File: config.mk
export PLATFORM = sky130hd
export DESIGN_NAME = mbcc_top
export DESIGN_NICKNAME = d
export VERILOG_FILES = /design/src/mbcc_pkg.sv /design/src/mbcc_chop_if.sv /design/src/mbcc_top.sv /design/src/mbcc_chopper.sv
export SDC_FILE = /design/constraint.sdc
export NUM_CORES = 1
export LEC_CHECK = 0
export ABC_CLOCK_PERIOD_IN_PS = 8200
export BUFFER_PORTS_ARGS = -buffer_cell sky130_fd_sc_hd__buf_2
export CORE_MARGIN = 10
export CORE_UTILIZATION = 40
export DETAILED_ROUTE_END_ITERATION = 16
export PLACE_DENSITY = 0.63
export SYNTH_ARGS = -nofsm -noshare
export SYNTH_HDL_FRONTEND = slang
export SYNTH_SLANG_ARGS = --single-unit
File: constraint.sdc
create_clock -name clk_sys -period 8.2 [get_ports clk_sys]
set_input_delay 1.64 -clock clk_sys [delete_from_list [all_inputs] [get_ports clk_sys]]
set_output_delay 1.64 -clock clk_sys [all_outputs]
set_load 0.03 [all_outputs]
File: src/mbcc_pkg.sv
// Shared constants for the bridge chopper: register map, timing counts.
// Assumes a single core clock; counts derive from CLK_HZ.
package mbcc_pkg;
  localparam int CLK_HZ = 20_000_000;
  localparam int MHZ = CLK_HZ / 1_000_000;
  localparam int T_OFF_NS = 30000;
  localparam int T_BLANK_ST_NS = 1000;
  localparam int T_BLANK_DC_NS = 3000;
  localparam int T_DEAD_NS = 600;
  localparam int FD_PERMILLE = 301;
  localparam int CNT_W = 10;
  // Off-time and dead time are least times: round up
  localparam int OFF_N = (T_OFF_NS * MHZ + 999) / 1000;
  localparam int DEAD_N = (T_DEAD_NS * MHZ + 999) / 1000;
  // Blank times are nominal; fast portion of off-time rounds down
  localparam int BST_N = (T_BLANK_ST_NS * MHZ) / 1000;
  localparam int BDC_N = (T_BLANK_DC_NS * MHZ) / 1000;
  localparam int FD_N = (OFF_N * FD_PERMILLE) / 1000;
  localparam logic [CNT_W-1:0] OFF_CYC = CNT_W'(OFF_N);
  localparam logic [CNT_W-1:0] DEAD_CYC = CNT_W'(DEAD_N);
  localparam logic [CNT_W-1:0] BLANK_ST_CYC = CNT_W'(BST_N);
  localparam logic [CNT_W-1:0] BLANK_DC_CYC = CNT_W'(BDC_N);
  localparam logic [CNT_W-1:0] FD_CYC = CNT_W'(FD_N);
  localparam int N_BR = 3;
  localparam int DC_IDX = 2;
  localparam int AW = 12;
  localparam logic [AW-1:0] ADDR_CTRL = 12'h000;
  localparam logic [AW-1:0] ADDR_STAT = 12'h004;
  localparam int CTRL_SR = 0;
  localparam logic CTRL_SR_RST = 1'b1;
  localparam logic [7:0] PCT_100 = 8'h64;
  localparam logic [7:0] PCT_66 = 8'h42;
  localparam logic [7:0] PCT_33 = 8'h21;
  localparam logic [7:0] PCT_0 = 8'h00;
  typedef enum logic [1:0] {CH_ON, CH_FAST, CH_DEAD, CH_SLOW} mbcc_chop_st_t;
endpackage

File: src/mbcc_chop_if.sv
// Links the top controller to one bridge chopper.
// Assumes both ends share clk_sys.
interface mbcc_chop_if;
  logic en;
  logic dir;
  logic slow_sel;
  logic sr_en;
  logic trip;
  logic zero;
  logic a_lvl;
  logic a_en;
  logic b_lvl;
  logic b_en;
  logic on_phase;
  modport ctl (output en, dir, slow_sel, sr_en, trip, zero,
               input a_lvl, a_en, b_lvl, b_en, on_phase);
  modport chop (input en, dir, slow_sel, sr_en, trip, zero,
                output a_lvl, a_en, b_lvl, b_en, on_phase);
endinterface

File: src/mbcc_top.sv
// Top of the motor bridge chopper: APB registers, faults, output flops.
// Assumes host pins are synchronous to clk_sys; bridge 2 is the DC bridge.
// Contract
// - DC enabled, no trip, direction 1: A high, B low.
// - DC enabled, no trip, direction 0: A low, B high.
// - DC disabled in slow decay: both outputs low, brake.
// - Fast decay off-phase drives the reverse of the forward pattern.
// - DC slow decay trip drives both outputs low for the off-time.
// - Fast decay goes high impedance once zero current is seen.
// - Each on-phase drives the diagonal source and sink pair.
// - Unblanked comparator trip ends the on-phase and starts off-time.
// - Off-time lasts 30 us, then a new on-phase starts.
// - Comparator ignored for 1 us stepper, 3 us DC after switching.
// - Stepper off-time: fast decay 30.1 percent, then slow decay.
// - Fast to slow change forces drivers off about 600 ns.
// - Decay uses recirculation transistors until zero current is seen.
// - Recirculation stays active while DC enable is low.
// - Decay select high means slow decay, low fast decay.
// - Each stepper bridge takes two level bits and a direction.
// - Sleep input low disables logic and drives no outputs.
// - Short detect latches fault, outputs off; sleep or power clears.
// - Temperature, pump or supply faults disable outputs while present.
//
// Local design decisions: the APB slave port and the placing of the registers.
module mbcc_top
  import mbcc_pkg::*;
(
  input  wire logic                clk_sys,              // Core clock
  input  wire logic                sys_rst,              // Async reset
  input  wire logic [AW-1:0]       paddr,                // APB address
  input  wire logic                psel,                 // APB select
  input  wire logic                penable,              // APB enable
  input  wire logic                pwrite,               // APB write
  input  wire logic [31:0]         pwdata,               // APB write data
  output logic      [31:0]         prdata,               // APB read data
  output logic                     pready,               // APB ready
  output logic                     pslverr,              // APB error
  input  wire logic                low_power_request_n,  // Sleep, low
  input  wire logic                dc_enable,            // DC drive enable
  input  wire logic                dc_dir,               // DC direction
  input  wire logic                dc_slow_decay,        // DC decay select
  input  wire logic [1:0]          step_dir,             // Stepper direction
  input  wire logic [1:0]          step_level_bit_low,   // Level code bit 0
  input  wire logic [1:0]          step_level_bit_high,  // Level code bit 1
  input  wire logic [N_BR-1:0]     sense_trip,           // Comparator tripped
  input  wire logic [N_BR-1:0]     zero_current,         // Near-zero current
  input  wire logic                short_detect,         // Output short seen
  input  wire logic                over_temp,            // Thermal fault
  input  wire logic                gate_pump_supply_low, // Pump voltage low
  input  wire logic                supply_low_lockout,   // Load supply low
  output logic      [N_BR-1:0]     bridge_output_a,      // Half A level
  output logic      [N_BR-1:0]     bridge_output_a_en,   // Half A driven
  output logic      [N_BR-1:0]     bridge_output_b,      // Half B level
  output logic      [N_BR-1:0]     bridge_output_b_en,   // Half B driven
  output logic      [7:0]          step_level_pct_0,     // Bridge 0 level
  output logic      [7:0]          step_level_pct_1,     // Bridge 1 level
  output logic                     short_fault_latch     // Latched fault
);
  typedef struct packed {
    logic            fault;
    logic            sr_en;
    logic [N_BR-1:0] a_lvl;
    logic [N_BR-1:0] a_en;
    logic [N_BR-1:0] b_lvl;
    logic [N_BR-1:0] b_en;
    logic [7:0]      pct0;
    logic [7:0]      pct1;
    logic            pready;
    logic            pslverr;
    logic [31:0]     prdata;
  } mbcc_top_st_t;
  mbcc_top_st_t cur, next_cur;

  logic [N_BR-1:0] chop_a_lvl;
  logic [N_BR-1:0] chop_a_en;
  logic [N_BR-1:0] chop_b_lvl;
  logic [N_BR-1:0] chop_b_en;
  logic [N_BR-1:0] chop_on;
  logic            drive_ok;
  logic            access;
  logic [31:0]     stat_word;

  function automatic logic [7:0] level_pct(input logic hi, input logic lo);
    unique case ({hi, lo})
      2'b00: level_pct = PCT_100;
      2'b01: level_pct = PCT_66;
      2'b10: level_pct = PCT_33;
      default: level_pct = PCT_0;
    endcase
  endfunction

  // Faults and sleep gate every bridge; chopper state resets with them
  assign drive_ok = low_power_request_n && !cur.fault && !over_temp
                    && !gate_pump_supply_low && !supply_low_lockout;

  for (genvar i = 0; i < N_BR; i++)
  begin : g_br
    mbcc_chop_if cif ();
    if (i == DC_IDX)
    begin : g_dc
      assign cif.en = drive_ok && dc_enable;
      assign cif.dir = dc_dir;
      assign cif.slow_sel = dc_slow_decay;
    end
    else
    begin : g_st
      // Zero-current level code parks the bridge
      assign cif.en = drive_ok
                      && !(step_level_bit_high[i] && step_level_bit_low[i]);
      assign cif.dir = step_dir[i];
      assign cif.slow_sel = 1'b0;
    end
    assign cif.sr_en = cur.sr_en;
    assign cif.trip = sense_trip[i];
    assign cif.zero = zero_current[i];
    assign chop_a_lvl[i] = cif.a_lvl;
    assign chop_a_en[i] = cif.a_en;
    assign chop_b_lvl[i] = cif.b_lvl;
    assign chop_b_en[i] = cif.b_en;
    assign chop_on[i] = cif.on_phase;
    mbcc_chopper #(
      .IS_DC     (i == DC_IDX),
      .BLANK_CYC ((i == DC_IDX) ? BLANK_DC_CYC : BLANK_ST_CYC)
    ) u_chop (
      .clk_sys (clk_sys),
      .sys_rst (sys_rst),
      .c       (cif.chop)
    );
  end

  assign access = psel && penable && !cur.pready;
  assign stat_word = {25'h0, chop_on, supply_low_lockout, gate_pump_supply_low,
                      over_temp, cur.fault};

  always_comb
  begin
    next_cur = cur;
    // A new short wins over a sleep clear in the same cycle
    next_cur.fault = short_detect || (cur.fault && low_power_request_n);
    next_cur.a_lvl = chop_a_lvl;
    next_cur.b_lvl = chop_b_lvl;
    next_cur.a_en = drive_ok ? chop_a_en : '0;
    next_cur.b_en = drive_ok ? chop_b_en : '0;
    next_cur.pct0 = level_pct(step_level_bit_high[0], step_level_bit_low[0]);
    next_cur.pct1 = level_pct(step_level_bit_high[1], step_level_bit_low[1]);
    // One wait state so every APB output comes from a flop
    next_cur.pready = access;
    next_cur.pslverr = 1'b0;
    next_cur.prdata = '0;
    if (access)
    begin
      unique case (paddr)
        ADDR_CTRL:
        begin
          if (pwrite)
            next_cur.sr_en = pwdata[CTRL_SR];
          else
            next_cur.prdata = {31'h0, cur.sr_en};
        end
        ADDR_STAT:
        begin
          if (!pwrite)
            next_cur.prdata = stat_word;
        end
        default:
          next_cur.pslverr = 1'b1;
      endcase
    end
  end

  always_ff @(posedge clk_sys or posedge sys_rst)
  begin
    if (sys_rst)
    begin
      cur <= '0;
      cur.sr_en <= CTRL_SR_RST;
    end
    else
      cur <= next_cur;
  end

  assign prdata = cur.prdata;
  assign pready = cur.pready;
  assign pslverr = cur.pslverr;
  assign bridge_output_a = cur.a_lvl;
  assign bridge_output_a_en = cur.a_en;
  assign bridge_output_b = cur.b_lvl;
  assign bridge_output_b_en = cur.b_en;
  assign step_level_pct_0 = cur.pct0;
  assign step_level_pct_1 = cur.pct1;
  assign short_fault_latch = cur.fault;
endmodule

File: src/mbcc_chopper.sv
// Fixed off-time chopper for one full bridge, with blanking and decay.
// Assumes en already folds in faults, sleep and drive enable.
module mbcc_chopper
  import mbcc_pkg::*;
#(
  parameter bit                IS_DC     = 1'b0,
  parameter logic [CNT_W-1:0]  BLANK_CYC = BLANK_ST_CYC
)(
  input  wire logic  clk_sys,  // Core clock
  input  wire logic  sys_rst,  // Async reset
  mbcc_chop_if.chop  c         // Controller side
);
  typedef struct packed {
    mbcc_chop_st_t    st;
    logic [CNT_W-1:0] off_cnt;
    logic [CNT_W-1:0] blank_cnt;
    logic             zero_seen;
  } mbcc_ch_t;
  mbcc_ch_t cur, next_cur;

  always_comb
  begin
    next_cur = cur;
    if (!c.en)
    begin
      next_cur.st = CH_ON;
      next_cur.off_cnt = '0;
      next_cur.blank_cnt = '0;
      next_cur.zero_seen = cur.zero_seen | c.zero;
    end
    else
    begin
      unique case (cur.st)
        CH_ON:
        begin
          next_cur.zero_seen = 1'b0;
          if (cur.blank_cnt < BLANK_CYC)
            next_cur.blank_cnt = cur.blank_cnt + 1'b1;
          else if (c.trip)
          begin
            next_cur.off_cnt = '0;
            next_cur.st = (!IS_DC || !c.slow_sel) ? CH_FAST : CH_SLOW;
          end
        end
        CH_FAST, CH_DEAD, CH_SLOW:
        begin
          next_cur.off_cnt = cur.off_cnt + 1'b1;
          if (cur.st != CH_DEAD)
            next_cur.zero_seen = cur.zero_seen | c.zero;
          if (cur.off_cnt == OFF_CYC - 1'b1)
          begin
            next_cur.st = CH_ON;
            next_cur.blank_cnt = '0;
          end
          else if (!IS_DC && cur.st == CH_FAST && cur.off_cnt == FD_CYC - 1'b1)
            next_cur.st = CH_DEAD;
          else if (cur.st == CH_DEAD && cur.off_cnt == FD_CYC + DEAD_CYC - 1'b1)
            next_cur.st = CH_SLOW;
        end
      endcase
    end
  end

  always_ff @(posedge clk_sys or posedge sys_rst)
  begin
    if (sys_rst)
      cur <= '{st: CH_ON, off_cnt: '0, blank_cnt: '0, zero_seen: 1'b0};
    else
      cur <= next_cur;
  end

  // Output pattern; the top registers it before the pins
  always_comb
  begin
    c.on_phase = c.en && cur.st == CH_ON;
    c.a_lvl = !c.dir;
    c.b_lvl = c.dir;
    c.a_en = 1'b0;
    c.b_en = 1'b0;
    if (!c.en)
    begin
      if (IS_DC && c.slow_sel)
      begin
        c.a_lvl = 1'b0;
        c.b_lvl = 1'b0;
        c.a_en = 1'b1;
        c.b_en = 1'b1;
      end
      else if (IS_DC)
      begin
        c.a_en = !cur.zero_seen;
        c.b_en = !cur.zero_seen;
      end
    end
    else
    begin
      unique case (cur.st)
        CH_ON:
        begin
          c.a_lvl = c.dir;
          c.b_lvl = !c.dir;
          c.a_en = 1'b1;
          c.b_en = 1'b1;
        end
        CH_FAST:
        begin
          c.a_en = c.sr_en && !cur.zero_seen;
          c.b_en = c.sr_en && !cur.zero_seen;
        end
        CH_DEAD:
        begin
          c.a_en = 1'b0;
          c.b_en = 1'b0;
        end
        CH_SLOW:
        begin
          c.a_lvl = 1'b0;
          c.b_lvl = 1'b0;
          c.a_en = c.sr_en && !cur.zero_seen;
          c.b_en = c.sr_en && !cur.zero_seen;
        end
      endcase
    end
  end
endmodule

== Word level (Yosys, flattened, before mapping) ==
Index checks and enable logic that the tools add are counted.
Storage, ports and cells
  word-level logic and storage cells: 196
  flip-flop bits (word level): 130
Operators by class
  reductions and logical operators: 60
  $add $sub $neg: 6
  mux-type cells: 59
  bitwise logic cells: 3
  eq/ne operators: 43
  $lt $le $gt $ge: 3
Operators with widths (count)
  23-bit case mux with 2 select lines: 3
  12-bit two-way mux: 6
  23-bit two-way mux: 3
  32-bit case mux with 2 select lines: 1
  10-bit by 1-bit adder with 10-bit output, second input constant: 6
  10-bit two-way mux: 6
  10-bit by 8-bit equality test with 1-bit output, second input constant: 5
  3-bit != test, second input constant: 15
  7-bit case mux with 3 select lines: 2
  33-bit two-way mux: 1
  10-bit equality test, second input constant: 3
  1-bit logical AND: 23
  10-bit by 5-bit less-than comparator with 1-bit output, second input constant: 2
  2-bit two-way mux: 9
  1-bit two-way mux: 17
  2-bit equality test, second input constant: 8
  1-bit logical NOT: 13
  12-bit by 3-bit equality test with 1-bit output, second input constant: 1
  12-bit logical NOT: 1
  1-bit case mux with 2 select lines: 6
  2-bit AND reduction: 6
  3-bit AND reduction: 4
  2-bit by 1-bit equality test with 1-bit output, second input constant: 5
  2-bit logical NOT: 5
  other kinds (11): 23

== Depth between registers and ports, before layout ==
  depth after elaboration: 10
  depth in mapped cells: 8

== Cells and area by module ==
Synthesis repeated with hierarchy kept, for this count alone.
Unflattened totals
  cell total of the unflattened synthesis: 595
  area, all modules: 5766.8 um2
By module, submodules not included
  mbcc_chopper (g_br[0].u_chop ...): area each 1433.9 um2, cells each 164, times used 2
  mbcc_chopper (g_br[2].u_chop): area each 1525.2 um2, cells each 160, times used 1
  mbcc_top: area each 1373.8 um2, cells each 107, times used 1

== Worst setup path before layout ==
No wires, ideal clock.
  path kind: input-to-reg
  start: input port over_temp
  end: register g_br[2].u_chop.cur[7] (netlist bit)
  buffers on the path: 1
  required time: 8.074 ns
  stages on the path: 6
  arrival: 2.969 ns
  setup slack: 5.105 ns
  path through: or3_4 -> nor4_2 -> buf_2 -> a21o_1 -> nor2_1 -> a221o_1
Between the ends
  word-level cells in the longest chain between the ends: 7
Ends and longest elaborated chain
  start, declared: RTL line mbcc_top.sv:48  | input wire logic over_temp,
  1-bit logical NOT (*): RTL line mbcc_top.sv:93  | assign drive_ok = low_power_request_n && !cur.fault && !over_temp
  1-bit logical AND (*): RTL line mbcc_top.sv:93
  1-bit logical AND (*) (2 in series): RTL line mbcc_top.sv:94  | && !gate_pump_supply_low && !supply_low_lockout;
  1-bit logical AND (*): RTL line mbcc_top.sv:101  | assign cif.en = drive_ok && dc_enable;
  3-bit != test (no source line)
  2-bit AND reduction (no source line)
  end signal, assigned: RTL line mbcc_chopper.sv:67  | cur <= '{st: CH_ON, off_cnt: '0, blank_cnt: '0, zero_seen: 1'b0};
  end signal, assigned: RTL line mbcc_chopper.sv:69  | cur <= next_cur;
  end, declared: RTL line mbcc_chopper.sv:19  | mbcc_ch_t cur, next_cur;
Every way passes the cells marked *; elsewhere a longest branch is shown, timed or not.
A chain may end at the register's enable or synchronous reset.

== Worst setup path in the final report ==
  start: input port low_power_request_n
  end: register g_br[2].u_chop.cur[11] (netlist bit)
Between the ends
  word-level cells in the longest chain between the ends: 7
Ends and longest elaborated chain
  start, declared: RTL line mbcc_top.sv:38  | input wire logic low_power_request_n,
  1-bit logical AND (*) (2 in series): RTL line mbcc_top.sv:93
  1-bit logical AND (*) (2 in series): RTL line mbcc_top.sv:94
  1-bit logical AND (*): RTL line mbcc_top.sv:101
  3-bit != test (no source line)
  2-bit AND reduction (no source line)
Marks and branches as above.

==> impl_metrics.toml <==
[logic_synthesis]
synth_xor_xnor_area_share_pct = 0
yosys_warnings = 0
synthAdderAreaFrac_pct = 3.749
synth-seq-cells = 99
synth-main-ff-cell = "dfrtp_1"
synth_edf_count = 0
netlist_instances = 625
synth-compound-area-share_pct = 19.01
synthesis.area_um2 = 5673
postSynth.asyncResetShare_pct = 100.0
synth_top_family_by_area = "simple AND/OR/NAND/NOR gates"
synth_mux_area_share_pct = 1.478
ys_types = 67
synth.avg_cell_area_um2 = 9.077
yosysSeqAreaShare_pct = 43.69
synth_simple_gate_area_share_pct = 24.66

[clocking]
htree_num_levels = 3
numCtsBuffers = 9
cts_tree = "done"
clk_latency_ns = 0.35
cts_hold_buffers = 0
cts_resized = 0
cts.sinks = 99
post_cts_buffers = 0
cts_buffer_depth = 2
cts_root_buffer = "clkbuf_16"
path_clk_slew_ns = 0.07

[min_path]
hold_path.class = "flop to flop"
holdPathStages = 1
min_to = "pready$_DFF_PP0_"
min_from = "pready$_DFF_PP0_"

[global_routing]
grt_max_degree = 73
grtUsageTotal_pct = 14.89
antenna_found_initial = 0
gr-total-overflow = 0
grt_pass1_vias = 4745
grt_first_pass_wirelength_um = 24210

[floorplan]
io_pins = 132
floorplan.initialDensity_pct = 40.87
die_w_um = 139.1
fp.coreArea_um2 = 13880
die_height_um = 139.1
rows = 43
dieArea_um2 = 19350

[drt]
drt_iter0_drc = 418
drtPass1Iterations = 5
vias_per_cell = 5.651
vias = 4894
route.detailed.drc = 0
post_drt_wl_per_cell_um = 16.74
totalWireLength_um = 14500
drt.antenna.violating_nets = 0

[placed_design]
place.detailed.hpwl_um = 10430
io_buffers = 69
pre_cts_ws_ns = 4.155
place.gp.congestion = 0.8807

[layout]
multi_input_area_um2 = 2890
syn2layout_area_growth_pct = 12.31
n_antenna_cell = 0
fillCellCount = 1332
register_area_um2 = 2479
drive_gt1_share_pct = 16.03
nets = 767

[worst_setup_path]
timing.rr.start = "short_fault_latch$_DFF_PP0_"
crit_required_ns = 8.42
cp.arrival_ns = 3.89
ff2ff_path_depth = 5
end_kind = "flop"
r2r_end = "g_br[2].u_chop.cur[11]$_DFFE_PP0P_"
reg2reg_slack_ns = 5.56
cp_max_fo = 15
cp-start-kind = "input port"
crit_type = "input port to flop"

[timing]
finalSetupViolations = 0
min_period_ns = 3.667
fin_worst_skew_ns = 0.005396
timing.final.ws_setup_ns = 4.533
slew_headroom_pct = 31.24
tightest_slew_ns = 1.023
slew_viol_final = 0
holdWs_ns = 0.4614
rsz0062_at_grt = "no"
fmax_ghz = 0.2727
post-route-period-util_pct = 44.73
hold_viol_final = 0
setup-tns-final_ns = 0

[power]
power_frac_comb_pct = 7.2
totalPowerFinal_mw = 1.065
p_leak_nw = 2.886
p_int_mw = 0.8185
powerDensity_nw_per_um2 = 167.2
clockPowerShare_pct = 45.9
power.switching_mw = 0.2470
ir_drop_uv = 115.5
switching_share_pct = 23.18
power_frac_seq_pct = 46.9

[job]
maxCapViolCount = 0

[run_status]
status = "finished, final reports clean"
[sequential cells by signal (all words and copies together) (netlist names)]
name,flops
prdata,7
g_br.u_chop.cur,69
pslverr,1
g_br.cif.sr_en,1
bridge_output_b_en,3
bridge_output_b,3
short_fault_latch,1
pready,1
bridge_output_a,3
step_level_pct_1,5
step_level_pct_0,5
[cell type report]
| cell class | instances | area share [%] |
|---|---|---|
| inverter | 19 | 1.159 |
| timing repair buffer | 71 | 5.656 |
| clock inverter | 5 | 1.571 |
| sequential | 99 | 38.90 |
| tap | 180 | 3.535 |
| clock buffer | 11 | 3.810 |
| multi-input combinational | 481 | 45.37 |
[cells in the final DEF (no fill, tap or decap), drive strengths merged, types with 4 or more instances in the layout]
cell / instances
and3: 12
o41ai: 7
buf: 71
o31ai: 13
o21a: 11
nand3: 30
o211ai: 5
ha: 17
nand2: 65
a21oi: 43
nand2b: 8
nor4b: 4
mux2i: 5
nand4b: 4
and2: 11
a31oi: 7
a21o: 6
inv: 19
or2: 5
dfrtp: 98
and4: 5
nor2: 42
clkbuf: 11
nand4: 11
nand3b: 5
conb: 31
nor4: 9
o311ai: 4
o21ai: 52
or4: 5
nor2b: 4
or3: 5
nor3: 21
nor3b: 7
[synthesized netlist by cell type (all sizes together), types with 2 or more instances]
cell	number	area, um2
nand3b	5	37.54
a32o	3	30.03
ha	17	212.7
o211ai	5	37.54
nand4	11	75.07
and2	11	68.82
mux2i	5	50.05
nor2b	4	25.02
o41ai	7	68.82
or3	5	36.28
a211oi	3	22.52
nor4b	4	35.03
o311ai	4	35.04
nor3b	7	52.55
or4	5	45.04
dfrtp	98	2452
and3b	2	17.52
a31oi	7	43.79
nor4	9	62.56
inv	19	71.32
nor2	42	157.7
a21o	6	45.04
and3	12	75.07
o21a	11	82.58
nand4b	4	35.03
o31ai	13	116.4
a21oi	43	215.2
clkbuf	17	65.06
o21ai	52	264.0
or2	5	31.28
nand2b	8	50.05
a311oi	2	17.52
nor3	21	121.4
o31a	2	17.52
buf	39	280.3
mux2	3	33.78
nand2	65	244.0
and4	5	43.79
nand3	30	150.1
[metrics by stage]
stage	cell area, um2	utilization, %	instances
6_report	6371	45.90	866
5_1_grt	6371	45.90	866
4_1_cts	6371	45.90	866
3_5_place_dp	6028	43.43	850
3_3_place_gp	6028	43.43	850
2_1_floorplan	5786	-	655
[cell families after synthesis]
| logic type | Yosys count |
|---|---|
| fa+ha+maj | 17 |
| mux | 8 |
| buf+inv | 75 |
| compound gates | 167 |
| flops | 99 |
| simple gates | 258 |
| other cells | 1 |
[power by group through the flow]
stage / Sequential [mW] / Clock [mW] / Combinational, mW
finish: 0.500 / 0.489 / 0.0765
floorplan: 0.520 / 0 / 0.0514
global route: 0.501 / 0.526 / 0.0839
global placement: 0.509 / 0 / 0.0757
detailed placement: 0.509 / 0 / 0.0772
CTS: 0.500 / 0.500 / 0.0775
[layer usage]
metal / GRT usage, % / part of all wire (%) / up-vias
met5: 0 / 0 / -
met4: 5.601 / 1.7 / 0
met3: 2.637 / 4.1 / 15
met2: 24.31 / 49 / 148
met1: 19.16 / 46 / 2392
li1: - / - / 2339
[worst max-delay path, cell delays in order]
cell and delay [ns]:
buf_2 0.12, nor2b_1 0.45, nand4_1 0.33, a21oi_1 0.84, nand2b_1 0.37, o21ai_0 0.13
[worst max-delay path by stage]
stage / start / end / slack [ns]
6_report: low_power_request_n / g_br[2].u_chop.cur[11]$_DFFE_PP0P_ / 4.53
5_1_grt: low_power_request_n / g_br[2].u_chop.cur[11]$_DFFE_PP0P_ / 4.27
4_1_cts: over_temp / g_br[2].u_chop.cur[11]$_DFFE_PP0P_ / 4.51
3_5_place_dp: over_temp / g_br[2].u_chop.cur[11]$_DFFE_PP0P_ / 4.15
3_3_place_gp: over_temp / g_br[2].u_chop.cur[11]$_DFFE_PP0P_ / 4.22
2_1_floorplan: sys_rst / bridge_output_a[0]$_DFF_PP0_ / 3.97
(Power assumes the default switching activity.)
